`src/logic/pcl_defines.svh`:
```
`ifndef PCL_DEFINES_SVH
`define PCL_DEFINES_SVH

// oscillator page, index within page (addr[3] = 0)
`define PCL_OSC_CTRL 3'h0
`define PCL_OSC_STATUS 3'h1
`define PCL_OSC_XCTRL 3'h2
`define PCL_OSC_FAIL 3'h3
`define PCL_OSC_RCCAL 3'h4
`define PCL_OSC_PLL 3'h5
`define PCL_OSC_REFSEL 3'h6
// calibration loop page (addr[3] = 1)
`define PCL_CAL_CTRL 3'h0
`define PCL_CAL_FINE 3'h2
`define PCL_CAL_COARSE 3'h3
`define PCL_CAL_CMPLO 3'h5
`define PCL_CAL_CMPHI 3'h6

// failure register bit positions
`define PCL_FAIL_PLLFLAG 3
`define PCL_FAIL_PLLEN 2
`define PCL_FAIL_XFLAG 1
`define PCL_FAIL_XEN 0

// field positions in pll control and reference select
`define PCL_PLL_SRC_HI 7
`define PCL_PLL_SRC_LO 6
`define PCL_PLL_HALF 5
`define PCL_REF_FAST_HI 2
`define PCL_REF_FAST_LO 1
`define PCL_REF_SLOW 0

// reset values and count limits
`define PCL_RST_OSCEN 5'h01
`define PCL_RST_COMPARE 16'h7a12
`define PCL_FINE_MAX 7'h7f
`define PCL_FINE_MIN 7'h00
`define PCL_COUNT_MAX 16'hffff

// last divider count: 32 reference edges of 32.768 kHz per 1.024 kHz period
`define PCL_REF_DIV 5'h1f
// failure interrupt vector word offset
`define PCL_NMI_VECTOR 8'h00

`endif

```
`src/logic/pcl_pkg.sv`:
```
package pcl_pkg;

    typedef enum logic [1:0] {
        PCL_SRC_OSC2M = 2'b00,
        PCL_SRC_RSVD = 2'b01,
        PCL_SRC_OSC32M = 2'b10,
        PCL_SRC_EXT = 2'b11
    } pcl_pll_src_t;

    typedef enum logic [1:0] {
        PCL_REF_INT32K = 2'b00,
        PCL_REF_XTAL32K = 2'b01,
        PCL_REF_USB_FRAME_START_REF = 2'b10,
        PCL_REF_RSVD = 2'b11
    } pcl_cal_ref_t;

    typedef enum logic [1:0] {
        PCL_LOOP_IDLE = 2'b00,
        PCL_LOOP_ARM = 2'b01,
        PCL_LOOP_RUN = 2'b10,
        PCL_LOOP_STOP = 2'b11
    } pcl_loop_st_t;

endpackage

```
`src/logic/pcl_clock_ctrl.sv`:
```
// Functional notes
// - PLL source: 00 2M, 10 32M, 11 external
// - half-output bit halves PLL output
// - five-bit multiplier, one to thirty-one; code also stores zero, its reset value
// - fast loop reference: int32k, crystal, SOF
// - slow loop reference: int32k or crystal
// - enable bit starts and stops auto calibration
// - enable reads one until loop stopped
// - calibration value: 7 fine, 6 coarse bits
// - idle loop: software writes set calibration
// - reset loads factory calibration value
// - calibration writes ignored while loop runs
// - loop adjusts only the fine part
// - 16-bit compare split low and high
// - compare resets to 0x7a12
// - both failures share vector offset zero
// - PLL lock loss sets flag, NMI, W1C
// - oscillator failure sets flag, NMI, W1C
//
// Our own choice: the strobed register port.
`include "pcl_defines.svh"
`timescale 1ns/10ps
`default_nettype none

module pcl_clock_ctrl
    import pcl_pkg::*;
(
    input wire logic core_clk,
    input wire logic rst,
    input wire logic [3:0] regAddr,
    input wire logic [7:0] regWrData,
    input wire logic regWrEn,
    input wire logic regRdEn,
    output logic [7:0] regRdData,
    input wire logic [4:0] oscReadyIn,
    input wire logic pllLockIn,
    input wire logic extOscFailIn,
    input wire logic oscTickIn,
    input wire logic refInt32kIn,
    input wire logic refXtal32kIn,
    input wire logic usbFrameStartIn,
    input wire logic [12:0] factoryCalIn,
    input wire logic [7:0] factoryRcCalIn,
    output logic [4:0] oscEnable,
    output logic [7:0] extOscConfig,
    output logic [7:0] slowRcCal,
    output logic [1:0] pllInputSelect,
    output logic pllHalfOutput,
    output logic [4:0] pllMultiplier,
    output logic [1:0] fastRcCalReference,
    output logic slowRcCalReference,
    output logic [12:0] calValue,
    output logic nmiReq,
    output logic [7:0] nmiVector
);

    // async inputs: ready[4:0], lock, fail, tick, int32k, xtal, sof
    localparam int NSYNC = 11;
    logic [NSYNC-1:0] syncA_ff, syncB_ff, asyncIn;
    logic lockSy, failSy, tickSy, tickDly_ff, refDly_ff, refSel;
    logic [4:0] readySy, oscEn_ff, pllMul_ff, refDiv_ff;
    logic [7:0] xCtrl_ff, rcCal_ff, rdData_ff, nxt_rdData;
    logic [1:0] pll_input_select_ff, fastRef_ff;
    logic pllHalf_ff, slowRef_ff, loopEnReq_ff;
    logic pllFlag_ff, pllFdEn_ff, xFlag_ff, xFdEn_ff;
    logic lockDly_ff, failDly_ff, nmi_ff;
    pcl_loop_st_t loopSt_ff, nxt_loopSt;
    logic [6:0] calFine_ff;
    logic [5:0] calCoarse_ff;
    logic [15:0] compare_ff, oscCount_ff;
    logic refEdge, refEvt, lockLoss, failRise, oscWr, calWr;

    default disable iff (rst);

    assign asyncIn = {usbFrameStartIn, refXtal32kIn, refInt32kIn,
        oscTickIn, extOscFailIn, pllLockIn, oscReadyIn};

    always_ff @(posedge core_clk) begin
        if (rst) begin
            syncA_ff <= '0;
            syncB_ff <= '0;
        end else begin
            syncA_ff <= asyncIn;
            syncB_ff <= syncA_ff;
        end
    end

    assign readySy = syncB_ff[4:0];
    assign lockSy = syncB_ff[5];
    assign failSy = syncB_ff[6];
    assign tickSy = syncB_ff[7];

    always_comb begin
        case (pcl_cal_ref_t'(fastRef_ff))
            PCL_REF_INT32K: refSel = syncB_ff[8];
            PCL_REF_XTAL32K: refSel = syncB_ff[9];
            PCL_REF_USB_FRAME_START_REF: refSel = syncB_ff[10];
            default: refSel = 1'b0;
        endcase
    end

    assign oscWr = regWrEn && !regAddr[3];
    assign calWr = regWrEn && regAddr[3];

    always_ff @(posedge core_clk) begin
        if (rst) begin
            oscEn_ff <= `PCL_RST_OSCEN;
            xCtrl_ff <= 8'h00;
            pllHalf_ff <= 1'b0;
            pllMul_ff <= 5'h00;
        end else if (oscWr) begin
            case (regAddr[2:0])
                `PCL_OSC_CTRL: oscEn_ff <= regWrData[4:0];
                `PCL_OSC_XCTRL: xCtrl_ff <= regWrData;
                `PCL_OSC_PLL: begin
                    pllHalf_ff <= regWrData[`PCL_PLL_HALF];
                    pllMul_ff <= regWrData[4:0];
                end
                default: begin
                end
            endcase
        end
    end

    // a reserved source code is dropped so the PLL never sees it
    always_ff @(posedge core_clk) begin
        if (rst) begin
            pll_input_select_ff <= PCL_SRC_OSC2M;
        end else if (oscWr && regAddr[2:0] == `PCL_OSC_PLL
            && regWrData[7:6] != PCL_SRC_RSVD) begin
            pll_input_select_ff <= regWrData[`PCL_PLL_SRC_HI:`PCL_PLL_SRC_LO];
        end
    end

    always_ff @(posedge core_clk) begin
        if (rst) begin
            fastRef_ff <= PCL_REF_INT32K;
            slowRef_ff <= 1'b0;
        end else if (oscWr && regAddr[2:0] == `PCL_OSC_REFSEL) begin
            slowRef_ff <= regWrData[`PCL_REF_SLOW];
            if (regWrData[2:1] != PCL_REF_RSVD) begin
                fastRef_ff <=
                    regWrData[`PCL_REF_FAST_HI:`PCL_REF_FAST_LO];
            end
        end
    end

    // factory value is a strap level taken on the clocked reset
    always_ff @(posedge core_clk) begin
        if (rst) begin
            rcCal_ff <= factoryRcCalIn;
        end else if (oscWr && regAddr[2:0] == `PCL_OSC_RCCAL) begin
            rcCal_ff <= regWrData;
        end
    end

    always_ff @(posedge core_clk) begin
        if (rst) begin
            lockDly_ff <= 1'b0;
            failDly_ff <= 1'b0;
        end else begin
            lockDly_ff <= lockSy;
            failDly_ff <= failSy;
        end
    end

    assign lockLoss = lockDly_ff && !lockSy;
    assign failRise = failSy && !failDly_ff;

    // detection enables stick once set; only reset clears them
    always_ff @(posedge core_clk) begin
        if (rst) begin
            pllFdEn_ff <= 1'b0;
            xFdEn_ff <= 1'b0;
        end else if (oscWr && regAddr[2:0] == `PCL_OSC_FAIL) begin
            pllFdEn_ff <= pllFdEn_ff | regWrData[`PCL_FAIL_PLLEN];
            xFdEn_ff <= xFdEn_ff | regWrData[`PCL_FAIL_XEN];
        end
    end

    // a fault in the clearing cycle wins over the write-one clear
    always_ff @(posedge core_clk) begin
        if (rst) begin
            pllFlag_ff <= 1'b0;
        end else if (pllFdEn_ff && lockLoss) begin
            pllFlag_ff <= 1'b1;
        end else if (oscWr && regAddr[2:0] == `PCL_OSC_FAIL
            && regWrData[`PCL_FAIL_PLLFLAG]) begin
            pllFlag_ff <= 1'b0;
        end
    end

    always_ff @(posedge core_clk) begin
        if (rst) begin
            xFlag_ff <= 1'b0;
        end else if (xFdEn_ff && failRise) begin
            xFlag_ff <= 1'b1;
        end else if (oscWr && regAddr[2:0] == `PCL_OSC_FAIL
            && regWrData[`PCL_FAIL_XFLAG]) begin
            xFlag_ff <= 1'b0;
        end
    end

    always_ff @(posedge core_clk) begin
        if (rst) begin
            nmi_ff <= 1'b0;
        end else begin
            nmi_ff <= (pllFlag_ff && pllFdEn_ff)
                || (xFlag_ff && xFdEn_ff);
        end
    end

    // reference period: 32 kHz sources divided down to 1.024 kHz
    always_ff @(posedge core_clk) begin
        if (rst) begin
            refDly_ff <= 1'b0;
            tickDly_ff <= 1'b0;
            refDiv_ff <= 5'h00;
        end else begin
            refDly_ff <= refSel;
            tickDly_ff <= tickSy;
            if (refEdge) begin
                refDiv_ff <= (refDiv_ff == `PCL_REF_DIV) ? 5'h00
                    : refDiv_ff + 5'h01;
            end
        end
    end

    assign refEdge = refSel && !refDly_ff;
    assign refEvt = refEdge && (fastRef_ff == PCL_REF_USB_FRAME_START_REF
        || refDiv_ff == `PCL_REF_DIV);

    always_ff @(posedge core_clk) begin
        if (rst) begin
            loopEnReq_ff <= 1'b0;
        end else if (calWr && regAddr[2:0] == `PCL_CAL_CTRL) begin
            loopEnReq_ff <= regWrData[0];
        end
    end

    // stopping waits for the period end, so a stopped reference hangs it
    always_comb begin
        nxt_loopSt = loopSt_ff;
        case (loopSt_ff)
            PCL_LOOP_IDLE: if (loopEnReq_ff) nxt_loopSt = PCL_LOOP_ARM;
            PCL_LOOP_ARM: begin
                if (!loopEnReq_ff) nxt_loopSt = PCL_LOOP_IDLE;
                else if (refEvt) nxt_loopSt = PCL_LOOP_RUN;
            end
            PCL_LOOP_RUN: if (!loopEnReq_ff) nxt_loopSt = PCL_LOOP_STOP;
            PCL_LOOP_STOP: begin
                if (loopEnReq_ff) nxt_loopSt = PCL_LOOP_RUN;
                else if (refEvt) nxt_loopSt = PCL_LOOP_IDLE;
            end
            default: nxt_loopSt = PCL_LOOP_IDLE;
        endcase
    end

    always_ff @(posedge core_clk) begin
        if (rst) begin
            loopSt_ff <= PCL_LOOP_IDLE;
        end else begin
            loopSt_ff <= nxt_loopSt;
        end
    end

    always_ff @(posedge core_clk) begin
        if (rst || refEvt) begin
            oscCount_ff <= 16'h0000;
        end else if (tickSy && !tickDly_ff
            && oscCount_ff != `PCL_COUNT_MAX) begin
            oscCount_ff <= oscCount_ff + 16'h0001;
        end
    end

    always_ff @(posedge core_clk) begin
        if (rst) begin
            calFine_ff <= factoryCalIn[6:0];
        end else if (loopSt_ff == PCL_LOOP_RUN && refEvt) begin
            if (oscCount_ff < compare_ff && calFine_ff != `PCL_FINE_MAX) begin
                calFine_ff <= calFine_ff + 7'h01;
            end else if (oscCount_ff > compare_ff
                && calFine_ff != `PCL_FINE_MIN) begin
                calFine_ff <= calFine_ff - 7'h01;
            end
        end else if (loopSt_ff == PCL_LOOP_IDLE && calWr
            && regAddr[2:0] == `PCL_CAL_FINE) begin
            calFine_ff <= regWrData[6:0];
        end
    end

    // coarse part is never touched by the loop
    always_ff @(posedge core_clk) begin
        if (rst) begin
            calCoarse_ff <= factoryCalIn[12:7];
        end else if (loopSt_ff == PCL_LOOP_IDLE && calWr
            && regAddr[2:0] == `PCL_CAL_COARSE) begin
            calCoarse_ff <= regWrData[5:0];
        end
    end

    always_ff @(posedge core_clk) begin
        if (rst) begin
            compare_ff <= `PCL_RST_COMPARE;
        end else if (calWr && regAddr[2:0] == `PCL_CAL_CMPLO) begin
            compare_ff[7:0] <= regWrData;
        end else if (calWr && regAddr[2:0] == `PCL_CAL_CMPHI) begin
            compare_ff[15:8] <= regWrData;
        end
    end

    always_comb begin
        nxt_rdData = 8'h00;
        if (!regAddr[3]) begin
            case (regAddr[2:0])
                `PCL_OSC_CTRL: nxt_rdData = {3'h0, oscEn_ff};
                `PCL_OSC_STATUS: nxt_rdData = {3'h0, readySy};
                `PCL_OSC_XCTRL: nxt_rdData = xCtrl_ff;
                `PCL_OSC_FAIL: nxt_rdData = {4'h0, pllFlag_ff, pllFdEn_ff,
                    xFlag_ff, xFdEn_ff};
                `PCL_OSC_RCCAL: nxt_rdData = rcCal_ff;
                `PCL_OSC_PLL: nxt_rdData = {pll_input_select_ff, pllHalf_ff, pllMul_ff};
                `PCL_OSC_REFSEL: nxt_rdData = {5'h00, fastRef_ff, slowRef_ff};
                default: nxt_rdData = 8'h00;
            endcase
        end else begin
            case (regAddr[2:0])
                `PCL_CAL_CTRL: nxt_rdData = {7'h00,
                    loopSt_ff != PCL_LOOP_IDLE};
                `PCL_CAL_FINE: nxt_rdData = {1'b0, calFine_ff};
                `PCL_CAL_COARSE: nxt_rdData = {2'h0, calCoarse_ff};
                `PCL_CAL_CMPLO: nxt_rdData = compare_ff[7:0];
                `PCL_CAL_CMPHI: nxt_rdData = compare_ff[15:8];
                default: nxt_rdData = 8'h00;
            endcase
        end
    end

    always_ff @(posedge core_clk) begin
        if (rst) begin
            rdData_ff <= 8'h00;
        end else begin
            rdData_ff <= regRdEn ? nxt_rdData : 8'h00;
        end
    end

    assign regRdData = rdData_ff;
    assign oscEnable = oscEn_ff;
    assign extOscConfig = xCtrl_ff;
    assign slowRcCal = rcCal_ff;
    assign pllInputSelect = pll_input_select_ff;
    assign pllHalfOutput = pllHalf_ff;
    assign pllMultiplier = pllMul_ff;
    assign fastRcCalReference = fastRef_ff;
    assign slowRcCalReference = slowRef_ff;
    assign calValue = {calCoarse_ff, calFine_ff};
    assign nmiReq = nmi_ff;
    assign nmiVector = `PCL_NMI_VECTOR;

    a_pll_src_rsvd: assert property (@(posedge core_clk)
        oscWr && regAddr[2:0] == `PCL_OSC_PLL && regWrData[7:6] == 2'b01
        |=> $stable(pll_input_select_ff)) else $error("reserved pll source stored");
    a_loop_start: assert property (@(posedge core_clk)
        loopSt_ff == PCL_LOOP_IDLE && loopEnReq_ff
        |=> loopSt_ff == PCL_LOOP_ARM) else $error("loop did not arm");
    a_stop_readback: assert property (@(posedge core_clk)
        loopSt_ff == PCL_LOOP_RUN && !loopEnReq_ff
        |=> loopSt_ff == PCL_LOOP_STOP ##1 (regRdData[0]
        || !$past(regRdEn && regAddr == 4'h8)))
        else $error("enable read zero before stop");
    a_manual_fine: assert property (@(posedge core_clk)
        loopSt_ff == PCL_LOOP_IDLE && calWr && regAddr[2:0] == `PCL_CAL_FINE
        |=> calFine_ff == $past(regWrData[6:0]))
        else $error("manual fine write lost");
    a_factory_load: assert property (@(posedge core_clk)
        $fell(rst) |-> calValue == factoryCalIn)
        else $error("factory value not loaded");
    a_coarse_held: assert property (@(posedge core_clk)
        loopSt_ff != PCL_LOOP_IDLE |=> $stable(calCoarse_ff))
        else $error("coarse changed while loop on");
    a_fine_step_up: assert property (@(posedge core_clk)
        loopSt_ff == PCL_LOOP_RUN && refEvt && oscCount_ff < compare_ff
        && calFine_ff != 7'h7f |=> calFine_ff == $past(calFine_ff) + 7'h01)
        else $error("fine did not step up");
    a_compare_reset: assert property (@(posedge core_clk)
        $fell(rst) |-> compare_ff == 16'h7a12)
        else $error("bad compare reset");
    a_pll_fault: assert property (@(posedge core_clk)
        pllFdEn_ff && lockLoss |=> pllFlag_ff ##1 nmiReq)
        else $error("pll fault not flagged");
    a_osc_fault: assert property (@(posedge core_clk)
        xFdEn_ff && failRise |=> xFlag_ff ##1 nmiReq)
        else $error("oscillator fault not flagged");

endmodule

`default_nettype wire

```
`config.mk`:
```
export PLATFORM = sky130hd
export DESIGN_NAME = pcl_clock_ctrl
export DESIGN_NICKNAME = d
export VERILOG_FILES = /design/src/logic/pcl_pkg.sv /design/src/logic/pcl_clock_ctrl.sv
export VERILOG_INCLUDE_DIRS = /design/src /design/src/logic
export SDC_FILE = /design/constraint.sdc
export NUM_CORES = 1
export LEC_CHECK = 0
export ABC_AREA = 1
export ABC_CLOCK_PERIOD_IN_PS = 3100
export BUFFER_PORTS_ARGS = -buffer_cell sky130_fd_sc_hd__buf_2
export CAP_MARGIN = 40
export CORE_MARGIN = 3
export CORE_UTILIZATION = 40
export CTS_CLUSTER_SIZE = 10
export DETAILED_ROUTE_END_ITERATION = 10
export GPL_TIMING_DRIVEN = 0
export HOLD_SLACK_MARGIN = 0.03
export PLACE_DENSITY = 0.59
export SETUP_SLACK_MARGIN = 0.4
export SYNTH_ARGS = -nofsm -noshare
export SYNTH_HDL_FRONTEND = slang
export SYNTH_SLANG_ARGS = --single-unit
```
`constraint.sdc`:
```
create_clock -name core_clk -period 3.1 [get_ports core_clk]
set_clock_uncertainty 0.15 [all_clocks]
set_input_delay 0.465 -clock core_clk [delete_from_list [all_inputs] [get_ports core_clk]]
set_output_delay 0.465 -clock core_clk [all_outputs]
set_load 0.1 [all_outputs]
```
==> results.md, run 1 <==
- Start point of the critical path: oscCount_ff[11]
- Root Driver: clkbuf_16
- Mapped cell area: between 0.006 and 0.007 mm2
- Largest net degree at the start of global routing: 17
- H-tree depth: 4
- Final routed DRC violation total: 0
- Final worst path period share: 0.850
- HP Start: oscReadyIn[4]
- Syn. warnings: 0
- Worst Tran Pin Value: roughly 0.76 ns
- Flop pwr share: 0.401
- DP Area: between 0.006 and 0.007 mm2
- Total global-route track usage: 0.227
- Area growth from synthesis to layout: 29.7%
- Critical path arrival: 2.66 ns
- Die height: between 100 and 150 um
- Fin area: around 0.0078 mm2
- Synth top area cells: dfxtp_1 (34%), nand2_1 (11%), edfxtp_1 (10%), inv_1 (6.1%), a21oi_1 (5.4%)
- ANT cells: 0
- CP max FO: 8
- Hold WC Path Type: primary input to register
- Die W: about 130 um
- Power Density: between 500 and 600 mW/mm2
- Placer Congestion: ~0.89
- Cells after Synth: between 700 and 800
- TritonCTS buffer count: 17
- WP data required: around 3.1 ns
- Clk sinks: between 100 and 150
- Starting Density: 0.412
- Switching Share: 0.305
- Async SR Flop Fraction: 0
- Initial antenna violation count: 0
- Clk network pwr share: 0.456
- Commonest cells in the netlist: nand2_1 (178), dfxtp_1 (103), inv_1 (98)
- MaxCap Viol Count: 0
- Internal: between 3 and 4 mW
- Rows: 44
- NumNets Final: 1009
- CP Cell Sequence: ha_4 -> a21oi_1 -> a21oi_2 -> nor2_4 -> nand3_4 -> ha_4 -> nand2_2 -> nor2_1 -> nand2_1 -> nand3_1 -> nand2_1 -> nand2_1 -> nand4_1 -> nand3_2 -> nand2_1
- Clock Path Buffers: 2
- Reg2Reg Depth: 15
- Status: completed
- Post-Layout Cell Count: 1133
- Worst Setup End Kind: register
- Final wirelength: 18500 um
- Top-count cell post-synth: nand2_1
- Placed Cells: roughly 1100
- DPL Wire Length: 13700 um
- Peak supply drop: ~0.00034 V
- Die ar.: 0.0166 mm2
- Crit start category: register
- Wire length of the first global-routing pass: approximately 29000 um
- Flop2flop setup slack: roughly 0.46 ns
- WS Path Type: register to register
- Dominant cell type by area after synthesis: dfxtp_1
- Min Clock Period, post-route: around 2.6 ns
- EDFF count, synth: 21
- Relative slew slack: 0.495
- Routed vias/inst: around 5.1
- Highest-delay cell along the critical path: dfxtp_4
- IO Pins: between 100 and 150
- Reg2Reg Launch Point: oscCount_ff[11]
- Achievable Freq: between 300 and 400 MHz
- Pre-antenna DRT Iters: 5
- RSZ-0062 raised after global routing: yes
- Ys flop type: dfxtp_1
- Initial drt markers: 389
- Pins Over Slew Limit: 0
- Sequential share of the synthesized area: 0.446
- Ratio of cells with drive above 1 in the final layout: 0.280
- Sw Pwr: 1.32 mW
- Total gr overflow: 0
- Comb pwr share: 0.143
- Clock transition at path regs: approximately 0.060 ns
- Port Buffer Count: 99
- Hold_buf cts: 0
- Vias in the first global route: 5384
- Synth top area share: 0.342
- WHS Path Cells: 3
- Synth cell types: 42
- Setup tns final: 0 ns
- Crit-path most repeated cell: nand2_1
- #FFs+latches synth: about 120
- Final setup fails: 0
- CTS tree: done
- Antenna viol nets, final: 0
- Core ar.: approximately 0.015 mm2
- Max incr delay on CP: 0.37 ns
- Hold_ws: 0.0871 ns
- P_leak: 3.45 nW
- WL/cell: approximately 16 um
- Total number of vias: 5739
- Worst skew pair latency: 0.42 ns
- Syn Area/Cell: ~7.6 um2
- Fin. Hold Viols: 0
-- layer usage --
metal	up-vias	wire, um	GRT usage	part of all wire
li1	2892	-	-	-
met1	2620	8500	0.315	0.46
met2	202	8330	0.353	0.45
met3	25	1290	0.0440	0.070
met4	0	407	0.0791	0.022
met5	-	0	0	0
-- sequential cells by signal (all words and copies together) (netlist names), 5 cells and up, named ones only --
name	cells
slowRcCal	8
pllMultiplier	5
compare_ff	16
oscEnable	5
refDiv_ff	5
syncA_ff	11
extOscConfig	8
oscCount_ff	16
syncB_ff	11
regRdData	8
calCoarse_ff	6
calFine_ff	7
-- area by class of cell --
class,instances,area [um2]
flip-flops and latches,124,2740
well taps,184,230
fillers,1436,6810
clock inverters,13,125
multi-input cells,539,3080
inverters,111,419
repair buffers,112,593
clock buffers,19,464
plain buffers,31,181
-- worst max-delay path: cells and delay by family (launching register included) --
family | cells | cell delay [ns]
AOI/OAI and AO/OA | 2 | 0.29
DFF | 1 | 0.37
and+or+nand+nor | 11 | 0.98
adders and majority gates | 2 | 0.59
-- cells by family (layout without fill, tap and decap cells) --
| logic type | count (synthesis) | count (layout) | synth area share |
|---|---|---|---|
| AND/OR/NAND/NOR | 319 | 319 | 0.224 |
| AO/OA/AOI/OAI | 175 | 175 | 0.159 |
| other | 1 | 8 | 0.000621 |
| adder cells (fa/ha/maj) | 25 | 25 | 0.0531 |
| XOR/XNOR | 12 | 12 | 0.0174 |
| flip-flops | 124 | 124 | 0.446 |
| buffers and inverters | 142 | 286 | 0.0991 |
-- path summary, 6_finish.rpt --
kind	endpoint
max	calFine_ff[6]
min	syncA_ff[4]
max reg2reg	calFine_ff[6]
min reg2reg	syncB_ff[3]
-- placed cells by master, fill, tap and decap left out, types with 18 or more instances in the layout --
master,n
buf_4,23
inv_2,27
nand3_1,27
inv_1,83
edfxtp_1,21
dfxtp_1,82
a21oi_1,60
clkbuf_16,18
nor2_1,76
o21ai_0,55
buf_2,109
nand2_1,171
-- per-stage QoR --
step | setup slack (ns) | util | total power [mW]
after CTS | 0.403 | 0.520 | 4.34
after detailed placement | 0.0900 | 0.469 | 2.38
final | 0.464 | 0.535 | 4.33
after global routing | 0.299 | 0.535 | 4.46
after floorplan | 0.178 | - | 2.22
after global placement | 0.113 | 0.468 | 2.38
-- what timing repair did --
item                       in CTS  in global routing
pin swaps                      18                 17
hold endpoints to repair        0                  0
cloned                          0                  0
setup endpoints to repair      12                 11
resized for setup              29                 51
setup buffers                   6                  6
-- power by group through the flow --
stage	combinational (mW)	sequential, mW	clock, mW
global route	0.660	1.74	2.06
global placement	0.598	1.78	0
detailed placement	0.601	1.78	0
CTS	0.609	1.74	1.99
floorplan	0.225	2.00	0
finish	0.618	1.74	1.98
Note: power is estimated with default switching activity, not from simulation.
==> inputs of run 2 (changes only) <==
--- a/config.mk
+++ b/config.mk
@@ -7,7 +7,7 @@
 export NUM_CORES = 1
 export LEC_CHECK = 0
 export ABC_AREA = 1
-export ABC_CLOCK_PERIOD_IN_PS = 3100
+export ABC_CLOCK_PERIOD_IN_PS = 2510
 export BUFFER_PORTS_ARGS = -buffer_cell sky130_fd_sc_hd__buf_2
 export CAP_MARGIN = 40
 export CORE_MARGIN = 3
==> constraint.sdc (replaced) <==
create_clock -name core_clk -period 2.51 [get_ports core_clk]
set_clock_uncertainty 0.15 [all_clocks]
set_input_delay 0.3765 -clock core_clk [delete_from_list [all_inputs] [get_ports core_clk]]
set_output_delay 0.3765 -clock core_clk [all_outputs]
set_load 0.1 [all_outputs]
==> run 2 against run 1 <==
Against the previous run: the run now ends with negative setup slack left; final cell count is 1.3% higher; via count grew 2.4%; highest routed layer is now met5; power up 27%; register-to-register slack worse by 0.65 ns; utilization grew 2.1 points; non-clock buffer count is 15 higher; worst setup slack lost 0.65 ns; sequential share of layout area decreased by 1.3 points; sequential cell count unchanged.
==> results.md, run 2 (synthesized netlist as in run 1, its figures left out) <==
- Commonest non-fill, non-tap cell in the layout: nand2_1
- Total global-route track usage: 0.232 (+0.00480)
- Fin area: 0.00814 mm2 (+3.9%)
- WP data required: 2.53 ns (-0.59 ns)
- Internal: 3.86 mW (+28%)
- Vias in the first global route: 5531 (+2.7%)
- Final setup fails: 4 (+4)
- Area growth from synthesis to layout: 34.8%
- Worst Setup End Kind: register
- Worst path top cell family by delay: simple AND/OR/NAND/NOR gates
- IO Pins: 110 (unchanged)
- Clk sinks: 124 (unchanged)
- Total gr overflow: 0 (unchanged)
- Die ar.: 0.0166 mm2 (unchanged)
- Fin. Hold Viols: 0 (unchanged)
- Placer Congestion: 0.847 (-4.8%)
- Total number of vias: 5878 (+2.4%)
- Worst path bufs/invs: 0 (unchanged)
- Setup tns final: -0.490 ns (-0.490 ns)
- Starting Density: 0.412 (unchanged)
- Multi-input logic area: 0.00319 mm2 (+3.6%)
- Reg2Reg Depth: 15 (unchanged)
- H-tree depth: 4 (unchanged)
- Overall power: 5.50 mW (+27%)
- Largest net degree at the start of global routing: 17 (unchanged)
- Die W: 129 um (unchanged)
- Sw Pwr: 1.65 mW (+25%)
- Relative slew slack: 0.555 (+0.0601)
- Worst skew pair latency: 0.42 ns (about the same)
- Rows: 44 (unchanged)
- Routed vias/inst: 5.12 (+1.1%)
- Switching Share: 0.299 (-0.00567)
- Die height: 129 um (unchanged)
- Power Density: 676 mW/mm2 (+22%)
- Flop pwr share: 0.390 (-0.011)
- Status: finished with violations
- Post-layout utilization of the core: 0.556 (+0.0211)
- Clock transition at path regs: 0.06 ns (about the same)
- Final routed DRC violation total: 0 (unchanged)
- Ratio of cells with drive above 1 in the final layout: 0.314 (+0.0340)
- Failing checks: negative setup slack
- DPL Wire Length: 14000 um (+2.1%)
- CP max FO: 7 (-1)
- Pre-CTS setup slack: -0.511 ns (-0.601 ns)
- WHS Path Cells: 3 (unchanged)
- Post-route setup slack: -0.187 ns (-0.651 ns)
- Hold WC Path Type: primary input to register
- Pins Over Slew Limit: 0 (unchanged)
- RSZ-0062 raised after global routing: yes
- CP Cell Sequence: ha_4 -> a21oi_2 -> o21ai_2 -> nor2_4 -> nand3_4 -> ha_4 -> nand2_2 -> nor2_1 -> nand2_1 -> nand3_1 -> nand2_1 -> nand2_1 -> nand4_1 -> nand3_1 -> nand2_1
- Hold_ws: 0.0727 ns (-0.0144 ns)
- CTS tree: done
- Clk network pwr share: 0.465 (+0.009)
- MaxCap Viol Count: 0 (unchanged)
- Critical path arrival: 2.72 ns (+0.06 ns)
- Wire length of the first global-routing pass: 29500 um (+2.2%)
- P_leak: 3.53 nW (+2.2%)
- Filler cell count: 1393 (-3.0%)
- ANT cells: 0 (unchanged)
- Clock Path Buffers: 2 (unchanged)
- Comb pwr share: 0.145 (+0.002)
- Crit-path most repeated cell: nand2_1
- Worst Tran Pin Value: 0.668 ns (-0.0902 ns)
- Root Driver: clkbuf_16
- WL/cell: 16.6 um (+1.6%)
- NumNets Final: 1024 (+1.5%)
- Worst path depth: 15 (unchanged)
- Port Buffer Count: 99 (unchanged)
- Most frequent cells in the layout: nand2_1 (162), buf_2 (109), inv_1 (76), dfxtp_1 (76), nor2_1 (75)
- WS Path Type: register to register
- Register area: 0.00275 mm2 (+0.18%)
- Achievable Freq: 371 MHz (-2.3%)
- Max incr delay on CP: 0.40 ns (+0.03 ns)
- Post-Layout Cell Count: 1148 (+1.3%)
- Initial drt markers: 383 (-1.5%)
- Peak supply drop: 0.000449 V (+31%)
- Top flop regs: compare_ff: 16 flops, oscCount_ff: 16 flops
- DP Area: 0.00687 mm2 (about the same)
- Antenna viol nets, final: 0 (unchanged)
- Final wirelength: 19100 um (+3.0%)
- Placed Cells: 1089 (unchanged)
- Crit start category: register
- TritonCTS buffer count: 17 (unchanged)
- Core ar.: 0.0146 mm2 (unchanged)
- Highest-delay cell along the critical path: dfxtp_2
- Initial antenna violation count: 1 (+1)
- Final worst path period share: 1.07 (+0.224)
- Pre-antenna DRT Iters: 5 (unchanged)
- Min Clock Period, post-route: 2.70 ns (+0.0609 ns)
run 2: cell count changes in the layout (fill, tap and decap cells not counted), sizes merged:
| cell | before | now |
|---|---|---|
| dlygate4sd3 | 0 | 11 |
| inv | 118 | 116 |
| clkbuf | 24 | 22 |
| clkinvlp | 2 | 3 |
| clkinv | 3 | 4 |
| bufinv | 1 | 3 |
| buf | 138 | 142 |
run 2: worst paths after layout:
check,to,slack (ns),start
max,calFine_ff[6],-0.19,oscCount_ff[13]
min,slowRcCal[4],0.07,factoryRcCalIn[4]
max reg2reg,calFine_ff[6],-0.19,oscCount_ff[13]
min reg2reg,syncB_ff[6],0.25,syncA_ff[6]
run 2: cell type report:
class,instances,share of cell area
Multi-Input combinational cell,539,0.392
Sequential cell,124,0.337
Timing Repair Buffer,127,0.0919
Inverter,111,0.0530
Clock buffer,17,0.0523
Tap cell,184,0.0283
Clock inverter,15,0.0232
Buffer,31,0.0223
run 2: power by group through the flow:
stage	clock, mW	combinational [mW]	sequential, mW
2_1_floorplan	0	0.278	2.47
3_3_place_gp	0	0.742	2.19
3_5_place_dp	0	0.746	2.19
4_1_cts	2.59	0.773	2.15
5_1_grt	2.66	0.847	2.15
6_report	2.56	0.797	2.15
run 2: metal layers:
| layer | wire length [um] | share of wire | global-route usage | vias to the layer above |
|---|---|---|---|---|
| met3 | 1340 | 0.070 | 0.0490 | 40 |
| met1 | 8540 | 0.45 | 0.319 | 2690 |
| met2 | 8770 | 0.46 | 0.363 | 228 |
| met5 | 7 | 0.00037 | 0 | - |
| li1 | - | - | - | 2918 |
| met4 | 418 | 0.022 | 0.0766 | 2 |
run 2: worst reg2reg max path: cells and delay by family (launching register included):
kind | cells | cell delay, ns
adders and majority gates | 2 | 0.60
and+or+nand+nor | 11 | 1.07
DFF | 1 | 0.40
AOI/OAI and AO/OA | 2 | 0.25
run 2: timing repair:
action / CTS / global route
setup buffers: 10 / 6
hold buffers: 11 / 0
gates resized for setup: 54 / 70
endpoints found under the hold margin: 11 / 0
setup endpoints to repair: 14 / 14
pin swaps: 36 / 38
